--- src/hw/power_ctrl_pkg.sv ---
// Constants, register map and types shared by the reset, clock and power control block.
package power_ctrl_pkg;

  // ----------------------------------------------------------------
  // Timing
  // ----------------------------------------------------------------
  localparam int CLK_PERIOD_NS   = 40;
  localparam int RC_PERIOD_NS    = 100000;
  localparam int RC_CYCLES       = (RC_PERIOD_NS + CLK_PERIOD_NS - 1) / CLK_PERIOD_NS;
  localparam logic [11:0] RC_DIV_LAST = 12'(RC_CYCLES - 1);
  localparam int RC_HZ           = 10000;
  localparam int WDOG_TIMEOUT_S  = 2;
  localparam int WDOG_TICKS      = WDOG_TIMEOUT_S * RC_HZ;
  localparam logic [1:0]  PAD_RC_LAST  = 2'h2;
  localparam logic [10:0] CORE_RELEASE_LAST = 11'h3FF;
  localparam logic [10:0] CORE_RELEASE_EDGES = 11'h400;

  // ----------------------------------------------------------------
  // Register map
  // ----------------------------------------------------------------
  localparam logic [7:0] ADDR_CAUSE    = 8'h00;
  localparam logic [7:0] ADDR_CONTROL  = 8'h04;
  localparam logic [7:0] ADDR_POWER    = 8'h08;
  localparam logic [7:0] ADDR_TICK_DIV = 8'h0C;
  localparam logic [7:0] ADDR_PRESCALE = 8'h10;
  localparam logic [7:0] ADDR_TIMER    = 8'h14;
  localparam logic [7:0] ADDR_WAKE_CMP = 8'h18;
  localparam logic [7:0] ADDR_RANDOM   = 8'h1C;
  localparam logic [7:0] ADDR_STATUS   = 8'h20;

  localparam logic [7:0] TICK_DIV_RESET = 8'h0A;
  localparam logic [3:0] PRESCALE_RESET = 4'h0;
  localparam logic [15:0] WAKE_CMP_RESET = 16'h0000;

  localparam int CTRL_SW_RESET     = 0;
  localparam int CTRL_WDOG_RESTART = 1;

  localparam logic [4:0] CAUSE_POR  = 5'h01;
  localparam logic [4:0] CAUSE_WDOG = 5'h02;
  localparam logic [4:0] CAUSE_PC   = 5'h04;
  localparam logic [4:0] CAUSE_SW   = 5'h08;
  localparam logic [4:0] CAUSE_DIP  = 5'h10;

  localparam logic [1:0] REQ_IDLE = 2'h1;
  localparam logic [1:0] REQ_DEEP = 2'h2;
  localparam logic [1:0] REQ_DOWN = 2'h3;

  localparam logic [1:0] RESP_OKAY   = 2'h0;
  localparam logic [1:0] RESP_SLVERR = 2'h2;

  // ----------------------------------------------------------------
  // Pin inputs and modes
  // ----------------------------------------------------------------
  localparam int IN_PADS_OK = 0;
  localparam int IN_CORE_OK = 1;
  localparam int IN_DIP     = 2;
  localparam int IN_NOISE   = 3;
  localparam int IN_WAKE    = 4;
  localparam int IN_COUNT   = 5;
  localparam int PAD_WIDTH  = 8;

  typedef enum logic [4:0] {
    MODE_ACTIVE = 5'h01,
    MODE_IDLE   = 5'h02,
    MODE_DEEP   = 5'h04,
    MODE_DOWN   = 5'h08,
    MODE_WAKE   = 5'h10
  } power_mode_type;

endpackage

--- src/hw/pin_sync.sv ---
// Three-stage synchroniser for asynchronous pin levels.
`timescale 1ns/1ns
module pin_sync #(
  parameter int WIDTH = 1
) (
  // Clock and reset
  input  wire logic             sys_clk,
  input  wire logic             rst,
  // Levels
  input  wire logic [WIDTH-1:0] async_in,
  output logic      [WIDTH-1:0] stable_out
);

  logic [WIDTH-1:0] stage1;
  logic [WIDTH-1:0] stage2;
  logic [WIDTH-1:0] stage3;

  // A change is passed on only once the second and third stages agree.
  always_ff @(posedge sys_clk) begin
    if (rst) begin
      stage1     <= '0;
      stage2     <= '0;
      stage3     <= '0;
      stable_out <= '0;
    end else begin
      stage1 <= async_in;
      stage2 <= stage1;
      stage3 <= stage2;
      for (int i = 0; i < WIDTH; i++) begin
        if (stage2[i] == stage3[i]) begin
          stable_out[i] <= stage3[i];
        end
      end
    end
  end

endmodule

--- src/hw/reset_clock_sleep_power_control.sv ---
// Reset sequencing, reset cause, RC tick, sleep timer, watchdog and power modes.
`timescale 1ns/1ns
module reset_clock_sleep_power_control #(
  parameter int WDOG_TICKS = power_ctrl_pkg::WDOG_TICKS
) (
  // Clock and reset
  input  wire logic                                sys_clk,
  input  wire logic                                rst,
  // AXI4-Lite write channels
  input  wire logic                                awvalid,
  output logic                                     awready,
  input  wire logic [7:0]                          awaddr,
  input  wire logic [2:0]                          awprot,
  input  wire logic                                wvalid,
  output logic                                     wready,
  input  wire logic [31:0]                         wdata,
  input  wire logic [3:0]                          wstrb,
  output logic                                     bvalid,
  input  wire logic                                bready,
  output logic [1:0]                               bresp,
  // AXI4-Lite read channels
  input  wire logic                                arvalid,
  output logic                                     arready,
  input  wire logic [7:0]                          araddr,
  input  wire logic [2:0]                          arprot,
  output logic                                     rvalid,
  input  wire logic                                rready,
  output logic [31:0]                              rdata,
  output logic [1:0]                               rresp,
  // Analog and pin inputs
  input  wire logic                                pads_supply_ok,
  input  wire logic                                core_supply_ok,
  input  wire logic                                core_supply_dip,
  input  wire logic                                rx_noise_bit,
  input  wire logic                                wake_pin,
  // Core-side inputs
  input  wire logic                                irq_pending,
  input  wire logic                                pc_rollover,
  input  wire logic [power_ctrl_pkg::PAD_WIDTH-1:0] core_pad_out,
  // Reset and power controls
  output logic                                     pad_reset,
  output logic                                     core_reset,
  output logic                                     cpu_halt,
  output logic                                     core_power_enable,
  output logic                                     regulator_enable,
  output logic                                     regulator_output,
  output logic                                     pad_freeze,
  output logic [power_ctrl_pkg::PAD_WIDTH-1:0]     pad_out
);

  // ----------------------------------------------------------------
  // Pin synchronisers
  // ----------------------------------------------------------------
  logic [power_ctrl_pkg::IN_COUNT-1:0] pins;

  pin_sync #(.WIDTH(power_ctrl_pkg::IN_COUNT)) u_pin_sync (
    .sys_clk    (sys_clk),
    .rst        (rst),
    .async_in   ({wake_pin, rx_noise_bit, core_supply_dip, core_supply_ok, pads_supply_ok}),
    .stable_out (pins)
  );

  wire pads_ok = pins[power_ctrl_pkg::IN_PADS_OK];
  wire core_ok = pins[power_ctrl_pkg::IN_CORE_OK];
  wire noise   = pins[power_ctrl_pkg::IN_NOISE];

  logic dip_d;
  logic wake_d;
  wire  dip_rise  = pins[power_ctrl_pkg::IN_DIP] && !dip_d;
  wire  wake_rise = pins[power_ctrl_pkg::IN_WAKE] && !wake_d;

  always_ff @(posedge sys_clk) begin
    if (rst) begin
      dip_d  <= 1'b0;
      wake_d <= 1'b0;
    end else begin
      dip_d  <= pins[power_ctrl_pkg::IN_DIP];
      wake_d <= pins[power_ctrl_pkg::IN_WAKE];
    end
  end

  // ----------------------------------------------------------------
  // Registers and bus decode
  // ----------------------------------------------------------------
  power_ctrl_pkg::power_mode_type mode;
  logic [4:0]  reset_cause;
  logic [7:0]  tick_div;
  logic [3:0]  prescale;
  logic [15:0] wake_cmp;
  logic [15:0] sleep_timer;
  logic        random_bit;
  logic        aw_held;
  logic        w_held;
  logic [7:0]  aw_addr_q;
  logic [31:0] w_data_q;
  logic [3:0]  w_strb_q;
  logic [31:0] read_mux;

  function automatic logic is_mapped(input logic [7:0] addr);
    return addr == power_ctrl_pkg::ADDR_CAUSE    || addr == power_ctrl_pkg::ADDR_CONTROL  ||
           addr == power_ctrl_pkg::ADDR_POWER    || addr == power_ctrl_pkg::ADDR_TICK_DIV ||
           addr == power_ctrl_pkg::ADDR_PRESCALE || addr == power_ctrl_pkg::ADDR_TIMER    ||
           addr == power_ctrl_pkg::ADDR_WAKE_CMP || addr == power_ctrl_pkg::ADDR_RANDOM   ||
           addr == power_ctrl_pkg::ADDR_STATUS;
  endfunction

  assign awready = !aw_held && !bvalid;
  assign wready  = !w_held && !bvalid;
  assign arready = !rvalid;

  wire write_go     = aw_held && w_held && !bvalid;
  wire wr_lane0     = write_go && w_strb_q[0];
  wire wr_control   = wr_lane0 && aw_addr_q == power_ctrl_pkg::ADDR_CONTROL;
  wire wr_power     = wr_lane0 && aw_addr_q == power_ctrl_pkg::ADDR_POWER;
  wire wr_tick_div  = wr_lane0 && aw_addr_q == power_ctrl_pkg::ADDR_TICK_DIV;
  wire wr_prescale  = wr_lane0 && aw_addr_q == power_ctrl_pkg::ADDR_PRESCALE;
  wire wr_wake_cmp  = write_go && aw_addr_q == power_ctrl_pkg::ADDR_WAKE_CMP;
  wire sw_reset_req = wr_control && w_data_q[power_ctrl_pkg::CTRL_SW_RESET];
  wire wdog_restart = wr_control && w_data_q[power_ctrl_pkg::CTRL_WDOG_RESTART];
  wire mode_write   = wr_power && mode == power_ctrl_pkg::MODE_ACTIVE;

  always_ff @(posedge sys_clk) begin
    if (rst) begin
      aw_held   <= 1'b0;
      w_held    <= 1'b0;
      aw_addr_q <= 8'h00;
      w_data_q  <= 32'h00000000;
      w_strb_q  <= 4'h0;
      bvalid    <= 1'b0;
      bresp     <= power_ctrl_pkg::RESP_OKAY;
    end else begin
      if (awvalid && awready) begin
        aw_held   <= 1'b1;
        aw_addr_q <= awaddr;
      end
      if (wvalid && wready) begin
        w_held   <= 1'b1;
        w_data_q <= wdata;
        w_strb_q <= wstrb;
      end
      if (write_go) begin
        aw_held <= 1'b0;
        w_held  <= 1'b0;
        bvalid  <= 1'b1;
        bresp   <= is_mapped(aw_addr_q) ? power_ctrl_pkg::RESP_OKAY : power_ctrl_pkg::RESP_SLVERR;
      end else if (bvalid && bready) begin
        bvalid <= 1'b0;
      end
    end
  end

  always_comb begin
    if (araddr == power_ctrl_pkg::ADDR_CAUSE) begin
      read_mux = {27'h0000000, reset_cause};
    end else if (araddr == power_ctrl_pkg::ADDR_TICK_DIV) begin
      read_mux = {24'h000000, tick_div};
    end else if (araddr == power_ctrl_pkg::ADDR_PRESCALE) begin
      read_mux = {28'h0000000, prescale};
    end else if (araddr == power_ctrl_pkg::ADDR_TIMER) begin
      read_mux = {16'h0000, sleep_timer};
    end else if (araddr == power_ctrl_pkg::ADDR_WAKE_CMP) begin
      read_mux = {16'h0000, wake_cmp};
    end else if (araddr == power_ctrl_pkg::ADDR_RANDOM) begin
      read_mux = {31'h00000000, random_bit};
    end else if (araddr == power_ctrl_pkg::ADDR_STATUS) begin
      read_mux = {25'h0000000, core_reset, pad_reset, mode};
    end else begin
      read_mux = 32'h00000000;
    end
  end

  always_ff @(posedge sys_clk) begin
    if (rst) begin
      rvalid <= 1'b0;
      rdata  <= 32'h00000000;
      rresp  <= power_ctrl_pkg::RESP_OKAY;
    end else if (arvalid && arready) begin
      rvalid <= 1'b1;
      rdata  <= read_mux;
      rresp  <= is_mapped(araddr) ? power_ctrl_pkg::RESP_OKAY : power_ctrl_pkg::RESP_SLVERR;
    end else if (rvalid && rready) begin
      rvalid <= 1'b0;
    end
  end

  always_ff @(posedge sys_clk) begin
    if (rst) begin
      tick_div <= power_ctrl_pkg::TICK_DIV_RESET;
      prescale <= power_ctrl_pkg::PRESCALE_RESET;
      wake_cmp <= power_ctrl_pkg::WAKE_CMP_RESET;
    end else begin
      if (wr_tick_div) begin
        tick_div <= w_data_q[7:0];
      end
      if (wr_prescale) begin
        prescale <= w_data_q[3:0];
      end
      if (wr_wake_cmp && w_strb_q[0]) begin
        wake_cmp[7:0] <= w_data_q[7:0];
      end
      if (wr_wake_cmp && w_strb_q[1]) begin
        wake_cmp[15:8] <= w_data_q[15:8];
      end
    end
  end

  // ----------------------------------------------------------------
  // RC oscillator, calibrated tick and sleep timer
  // ----------------------------------------------------------------
  logic [11:0] rc_count;
  logic [7:0]  tick_count;
  logic [15:0] pre_count;
  wire         rc_tick   = rc_count == power_ctrl_pkg::RC_DIV_LAST;
  wire  [7:0]  tick_last = (tick_div == 8'h00) ? 8'h00 : 8'(tick_div - 8'h01);
  wire         khz_tick  = rc_tick && tick_count >= tick_last;
  wire  [15:0] pre_last  = 16'((16'h0001 << prescale) - 16'h0001);
  wire         ms_tick   = khz_tick && pre_count >= pre_last;
  wire  [15:0] timer_inc = 16'(sleep_timer + 16'h0001);
  wire         timer_hit = ms_tick && timer_inc == wake_cmp;

  // The RC divider has no enable: it keeps running in every power mode.
  always_ff @(posedge sys_clk) begin
    if (rst || rc_tick) begin
      rc_count <= 12'h000;
    end else begin
      rc_count <= 12'(rc_count + 12'h001);
    end
  end

  always_ff @(posedge sys_clk) begin
    if (rst) begin
      tick_count  <= 8'h00;
      pre_count   <= 16'h0000;
      sleep_timer <= 16'h0000;
      random_bit  <= 1'b0;
    end else begin
      if (rc_tick) begin
        tick_count <= khz_tick ? 8'h00 : 8'(tick_count + 8'h01);
        random_bit <= noise;
      end
      if (khz_tick) begin
        pre_count <= ms_tick ? 16'h0000 : 16'(pre_count + 16'h0001);
      end
      if (ms_tick) begin
        sleep_timer <= timer_inc;
      end
    end
  end

  // ----------------------------------------------------------------
  // Reset sequencing, watchdog and reset cause
  // ----------------------------------------------------------------
  logic [1:0]  rc_pulses;
  logic [10:0] release_count;
  logic [15:0] wdog_count;
  wire         sleeping    = mode == power_ctrl_pkg::MODE_DEEP || mode == power_ctrl_pkg::MODE_DOWN;
  wire         supply_good = !pad_reset && core_ok && !sleeping;
  wire         wdog_fire   = rc_tick && wdog_count == 16'(WDOG_TICKS - 1);
  wire         pc_event    = pc_rollover && !core_reset;
  wire         core_event  = wdog_fire || sw_reset_req || dip_rise || pc_event;

  always_ff @(posedge sys_clk) begin
    if (rst || !pads_ok) begin
      rc_pulses <= 2'h0;
      pad_reset <= 1'b1;
    end else if (rc_tick && pad_reset) begin
      rc_pulses <= 2'(rc_pulses + 2'h1);
      if (rc_pulses == power_ctrl_pkg::PAD_RC_LAST) begin
        pad_reset <= 1'b0;
      end
    end
  end

  always_ff @(posedge sys_clk) begin
    if (rst || !supply_good || core_event) begin
      release_count <= 11'h000;
      core_reset    <= 1'b1;
    end else if (core_reset) begin
      release_count <= 11'(release_count + 11'h001);
      if (release_count == power_ctrl_pkg::CORE_RELEASE_LAST) begin
        core_reset <= 1'b0;
      end
    end
  end

  // The watchdog drives the core reset and returns the mode to MODE_ACTIVE; it never touches pad_reset.
  always_ff @(posedge sys_clk) begin
    if (rst || core_reset || wdog_restart || wdog_fire) begin
      wdog_count <= 16'h0000;
    end else if (rc_tick) begin
      wdog_count <= 16'(wdog_count + 16'h0001);
    end
  end

  always_ff @(posedge sys_clk) begin
    if (rst || !pads_ok) begin
      reset_cause <= power_ctrl_pkg::CAUSE_POR;
    end else if (dip_rise) begin
      reset_cause <= power_ctrl_pkg::CAUSE_DIP;
    end else if (wdog_fire) begin
      reset_cause <= power_ctrl_pkg::CAUSE_WDOG;
    end else if (pc_event) begin
      reset_cause <= power_ctrl_pkg::CAUSE_PC;
    end else if (sw_reset_req) begin
      reset_cause <= power_ctrl_pkg::CAUSE_SW;
    end
  end

  // ----------------------------------------------------------------
  // Power modes
  // ----------------------------------------------------------------
  always_ff @(posedge sys_clk) begin
    if (rst || pad_reset || wdog_fire) begin
      mode <= power_ctrl_pkg::MODE_ACTIVE;
    end else begin
      case (mode)
        power_ctrl_pkg::MODE_ACTIVE: begin
          if (mode_write && w_data_q[1:0] == power_ctrl_pkg::REQ_IDLE) begin
            mode <= power_ctrl_pkg::MODE_IDLE;
          end else if (mode_write && w_data_q[1:0] == power_ctrl_pkg::REQ_DEEP) begin
            mode <= power_ctrl_pkg::MODE_DEEP;
          end else if (mode_write && w_data_q[1:0] == power_ctrl_pkg::REQ_DOWN) begin
            mode <= power_ctrl_pkg::MODE_DOWN;
          end
        end
        power_ctrl_pkg::MODE_IDLE: begin
          if (irq_pending) begin
            mode <= power_ctrl_pkg::MODE_ACTIVE;
          end
        end
        power_ctrl_pkg::MODE_DEEP: begin
          if (timer_hit || wake_rise) begin
            mode <= power_ctrl_pkg::MODE_WAKE;
          end
        end
        power_ctrl_pkg::MODE_DOWN: begin
          if (wake_rise) begin
            mode <= power_ctrl_pkg::MODE_WAKE;
          end
        end
        power_ctrl_pkg::MODE_WAKE: begin
          if (!core_reset) begin
            mode <= power_ctrl_pkg::MODE_ACTIVE;
          end
        end
        default: begin
          mode <= power_ctrl_pkg::MODE_ACTIVE;
        end
      endcase
    end
  end

  assign cpu_halt          = mode == power_ctrl_pkg::MODE_IDLE;
  assign core_power_enable = !sleeping;
  assign regulator_enable  = !sleeping;
  assign regulator_output  = !sleeping;
  assign pad_freeze        = sleeping || mode == power_ctrl_pkg::MODE_WAKE;

  always_ff @(posedge sys_clk) begin
    if (rst) begin
      pad_out <= '0;
    end else if (!pad_freeze) begin
      pad_out <= core_pad_out;
    end
  end

  logic [10:0] good_run;
  always_ff @(posedge sys_clk) begin
    if (rst || !supply_good || core_event) begin
      good_run <= 11'h000;
    end else if (good_run != 11'h7FF) begin
      good_run <= 11'(good_run + 11'h001);
    end
  end
endmodule

--- config.mk ---
export PLATFORM = sky130hd
export DESIGN_NAME = reset_clock_sleep_power_control
export DESIGN_NICKNAME = d
export VERILOG_FILES = /design/src/hw/power_ctrl_pkg.sv /design/src/hw/pin_sync.sv /design/src/hw/reset_clock_sleep_power_control.sv
export SDC_FILE = /design/constraint.sdc
export NUM_CORES = 1
export LEC_CHECK = 0
export BUFFER_PORTS_ARGS = -buffer_cell sky130_fd_sc_hd__buf_2
export CELL_PAD_IN_SITES_DETAIL_PLACEMENT = 0
export CELL_PAD_IN_SITES_GLOBAL_PLACEMENT = 1
export CORE_MARGIN = 3
export CORE_UTILIZATION = 40
export CTS_CLUSTER_DIAMETER = 120
export DETAILED_ROUTE_END_ITERATION = 10
export GPL_ROUTABILITY_DRIVEN = 0
export PLACE_DENSITY = 0.72
export SLEW_MARGIN = 15
export SYNTH_ARGS = -nofsm -noshare
export SYNTH_HDL_FRONTEND = slang
export SYNTH_SLANG_ARGS = --single-unit
export TNS_END_PERCENT = 100
--- constraint.sdc ---
create_clock -name sys_clk -period 6.5 [get_ports sys_clk]
set_input_delay 1.3 -clock sys_clk [delete_from_list [all_inputs] [get_ports sys_clk]]
set_output_delay 1.3 -clock sys_clk [all_outputs]
set_load 0.005 [all_outputs]
# == After elaboration in Yosys (flattened, before gate mapping) ==
# Cells that the tools add are included.
# word_totals
regBits,218
latch_bits,0
mem_bits_rw,0
mem_bits_ro,0
inputBits,80
elab_cells,210
n_memories,0
# op_classes
add_sub_neg,9
n_mul,0
div,0
n_lt_le_gt_ge,2
n_eq_ne,39
shifts,1
n_mux,30
bitwise_logic,0
reduce_logical,89
# op_table
operator,count
$mux W16,6
$eq A8 B5 Y1 const B,8
$mux W5,11
$add A16 B1 Y16 const B,3
$logic_and A1 B1 Y1,33
$eq A8 B4 Y1 const B,4
$logic_or A1 B1 Y1,31
$pmux W5 S5,1
$logic_not A8 Y1,3
$eq A16 B15 Y1 const B,1
$eq A16 B16 Y1,1
$eq A8 B3 Y1 const B,2
$eq A8 B6 Y1 const B,2
$ge A16 B16 Y1,1
$mux W8,2
$shl A1 B4 Y16 const A,1
$sub A16 B1 Y16 const B,1
$mux W7,2
$add A12 B1 Y12 const B,1
$eq A12 B12 Y1 const B,1
$add A11 B1 Y11 const B,1
$eq A11 B10 Y1 const B,1
$logic_not A1 Y1,11
$add A8 B1 Y8 const B,1
24 further kinds,41

# == Depth between registers and ports, before layout ==
# logic_depth
word_depth,10
mapped_depth,17

# == Hierarchy ==
# From an unflattened synthesis, not the netlist that was laid out.
# unflattened
cells_unflattened,1144
area_unflattened_um2,9813.2
# by_module_without_submodules
mod,n_inst,cells_per_inst,area_per_inst_um2
reset_clock_sleep_power_control,1,1092,9171.3
pin_sync,1,52,641.9

# == Least setup slack after synthesis ==
# Ideal clock, no wire load.
# synth_timing
path_type,flip-flop to flip-flop
startpoint,register prescale[0]
endpoint,register pre_count[10]
setup_time_ns,0.064
t_arrival_ns,3.670
required_ns,6.436
setup_slack_ns,2.766
path_stages_with_launch,18
path_buffers,2
synth_period_minus_slack_ns,3.734
path_cell_list,dfxtp_1 or2_2 or3_1 ha_1 or2_2 o21ai_0 a22o_1 a21oi_1 ha_1 nand2_1 o21ai_0 a2111o_1 a21oi_4 nor3_1 or2_2 buf_2 buf_4 nor2_1
# synth_between
elab_chain_len,5
# synth_rtl
item,line_no,source
"start, declared",reset_clock_sleep_power_control.sv:88,logic [3:0] prescale;
"start signal, assigned",reset_clock_sleep_power_control.sv:189,prescale <= power_ctrl_pkg::PRESCALE_RESET;
"start signal, assigned",reset_clock_sleep_power_control.sv:196,prescale <= w_data_q[3:0];
$shl A1 B4 Y16,reset_clock_sleep_power_control.sv:216,wire [15:0] pre_last = 16'((16'h0001 << prescale) - 16'h0001);
$sub A16 B1 Y16,reset_clock_sleep_power_control.sv:216,
$ge A16 B16 Y1,reset_clock_sleep_power_control.sv:217,wire ms_tick = khz_tick && pre_count >= pre_last;
$logic_and A1 B1 Y1,reset_clock_sleep_power_control.sv:217,
$mux W16,reset_clock_sleep_power_control.sv:242,pre_count <= ms_tick ? 16'h0000 : 16'(pre_count + 16'h0001);
"end signal, assigned",reset_clock_sleep_power_control.sv:242,
"end, declared",reset_clock_sleep_power_control.sv:212,logic [15:0] pre_count;
# Every way passes these cells.
# A chain may end at the register's enable or synchronous reset.

# == Worst setup path in the final report ==
# layout_timing
startpoint,register prescale[1]
endpoint,register pre_count[0]
# Same word-level chain as after synthesis.

==> metrics.md <==
| Metric | Value |
|---|---|
| # Post-CTS Setup Buffers | `0` |
| CP endpoint kind | `register` |
| CTS tree | `done` |
| Outcome | `finished clean` |
| I/O Buffers | `93` |
| RSZ-0062 raised after global routing | `false` |
| Crit path max fanout | `18` |
| Ports | `136` |
| Row count | `56` |
| Clk buf depth | `2` |
| Height of the die | `roughly 160 um` |
| Total track usage | `17.9%` |
| Synth Register Bits | `200` |
| Total wire length | `between 20000 and 25000 um` |
| Total grt overflow | `0` |
| DR pass1 iterations | `5` |
| Via count | `7886` |
| Avg Inst Size Synth | `8.53 um^2` |
| Number of routed nets with antenna violations | `0` |
| Sink Count | `200` |
| HP Start | `u_pin_sync.stage1[2]` |
| Setup crit start | `prescale[1]` |
| Die Width | `between 150 and 200 um` |
| Layout net count | `1326` |
| Sequential element share of the synthesized area | `40.6%` |
| Most common cell after layout, fill and taps aside | `dfxtp_1` |
| Yosys warns | `0` |
| Vias in the first global route | `between 7000 and 8000` |
| Peak Freq | `about 230 MHz` |
| EDFF count, synth | `0` |
| Worst skew pair latency | `0.45 ns` |
| Post-Syn Area | `between 9000 and 10000 um^2` |
| Endpoints failing setup | `0` |
| Slew Viols, Final | `0` |
| Cells traversed along the worst timing path | `or2_2, or3_1, ha_1, or2_2, o21ai_0, a22o_1, a21oi_1, ha_1, nand2_1, o21ai_0, a2111o_1, a21oi_4, nor3_1, or2_2, nor2_1` |
| Static Leak | `0.00442 uW` |
| H-tree depth | `4` |
| Hold Fails Final Rpt | `0` |
| N_diodes | `0` |
| Min-delay worst type | `reg -> reg` |
| Clock skew | `0.0154 ns` |
| Drt wl/cell | `15.0 um` |
| Max IR drop VDD | `~0.00017 V` |
| Power density over the cells | `~230 nW/um^2` |
| Max Cap Viol | `0` |
| DRT iter0 DRCs | `383` |
| Most frequent cells in the layout | `dfxtp_1 (200), nor2_1 (173), nand2_1 (127)` |
| Max stage delay cell, worst path | `a21oi_4` |
| FFs w/ async S/R, synth | `0%` |
| Initial Util | `41.4%` |
| Worst path max stage delay | `0.49 ns` |
| DIE AREA | `26600 um^2` |
| Syn Inst Count | `1156` |
| Root Buffer | `clkbuf_16` |
| Sum of negative setup slack | `0 ns` |
| Worst EP arrival | `roughly 4.8 ns` |
| Core area | `23800 um^2` |
| Dominant synthesized flop cell | `dfxtp_1` |
| Final worst path period share | `between 60% and 70%` |
| Crit-path most repeated cell | `or2_2` |
| WP buf/inv | `0` |
| Ratio of cells with drive above 1 in the final layout | `a little over an eighth` |
| Fin util | `46.4%` |
| HPWL after DPL | `16700 um` |
| Hold-fix buffers at CTS | `0` |
| First-pass GRT wire length | `about 38000 um` |
| Yosys cell types | `81` |
| Worst rel slew slack | `30.1%` |
| RR Startpoint | `prescale[1]` |
| Syn-to-layout area delta | `12.2%` |
| Vias per inst | `5.10` |
| Crit path required time | `6.88 ns` |
| Startpoint types | `register` |
| CP delay by family, top | `simple AND/OR/NAND/NOR gates` |
| Residual DRC | `0` |
| Antenna violations before repair | `0` |
| Worst-margin pin slew | `~1.0 ns` |
| Largest net degree at the start of global routing | `74` |
| Cts repair resizes | `0` |
| Period minus WS final | `4.41 ns` |
| Clk slew on worst S/H paths | `0.09 ns` |
| Tot Pwr | `2530 uW` |
| Setup CP Type | `reg -> reg` |
| TritonCTS Buffers | `17` |
-- stage by stage --
stage | hold WS (ns) | cells | instance area [um^2] | setup slack [ns]
floorplan | 0.414 | 1173 | 9920 | 2.77
global placement | 0.418 | 1513 | 10400 | 2.14
detailed placement | 0.421 | 1513 | 10400 | 2.10
CTS | 0.442 | 1545 | 11100 | 2.08
global route | 0.457 | 1545 | 11100 | 1.72
finish | 0.443 | 1545 | 11100 | 2.09
-- synth_stat cells, types with 21 or more instances --
cell type / instances / area [um^2]
xnor2_1: 46 / 403
dfxtp_1: 200 / 4000
nand4_1: 26 / 163
nor2_1: 173 / 649
buf_4: 24 / 180
nand3_1: 25 / 125
nor3_1: 29 / 145
clkbuf_1: 40 / 150
a21oi_1: 80 / 400
nand2_1: 127 / 477
mux2i_1: 29 / 290
o21ai_0: 23 / 115
nor2b_1: 27 / 169
inv_1: 21 / 78.8
ha_1: 33 / 413
xor2_1: 52 / 455
-- worst paths after layout --
| path | to | slack, ns | cells after the start |
|---|---|---|---|
| max | pre_count[0] | 2.09 | 15 |
| min | u_pin_sync.stage2[2] | 0.44 | 1 |
| max reg2reg | pre_count[0] | 2.09 | 15 |
| min reg2reg | u_pin_sync.stage2[2] | 0.44 | 1 |
-- power breakdown --
| group | internal [uW] | switching [uW] | total [uW] |
|---|---|---|---|
| Combinational | 48.6 | 78.0 | 127 |
| Sequential | 1250 | 18.0 | 1270 |
| Clock | 546 | 592 | 1140 |
-- cell type report --
cell class	instances	area (um^2)
Sequential cell	200	4000
Inverter	22	82.6
Fill cell	2341	12800
Clock inverter	15	214
Timing Repair Buffer	100	520
Multi-Input combinational cell	872	5420
Clock buffer	17	425
Tap cell	319	399
-- per-layer routing --
metal	share of wire, %	track usage (%)	wire (um)	up-vias
li1	-	-	-	4085
met3	3.3	3.08	760	15
met5	0	0	0	-
met2	44	27.6	10300	108
met4	1.0	4.88	239	0
met1	51	25.7	11800	3678
-- worst register-to-register path, cell delays in order, from the launching register on --
cell      delay, ns
dfxtp_1        0.44
or2_2          0.35
or3_1          0.35
ha_1           0.28
or2_2          0.32
o21ai_0        0.15
a22o_1         0.15
a21oi_1        0.07
ha_1           0.31
nand2_1        0.06
o21ai_0        0.08
a2111o_1       0.45
a21oi_4        0.49
nor3_1         0.21
or2_2          0.49
nor2_1         0.15
-- registers in the layout (all words and copies together), names as in the netlist, 11 cells and up --
| signal | count |
|---|---|
| w_data_q | 16 |
| wdog_count | 16 |
| sleep_timer | 16 |
| wake_cmp | 16 |
| rc_count | 12 |
| pre_count | 16 |
| rdata | 16 |
| release_count | 11 |
-- cells by family (layout without fill, tap and decap cells) --
group	count (synthesis)	in the layout	share of synthesized area (%)
AO/OA/AOI/OAI	181	181	12.1
XOR/XNOR	98	98	8.71
adder cells (fa/ha/maj)	33	33	4.19
buffers and inverters	101	154	5.07
flip-flops	200	200	40.6
multiplexers	31	31	3.17
other	2	19	0.0762
AND/OR/NAND/NOR	510	510	26.0
(Power assumes the default switching activity.)
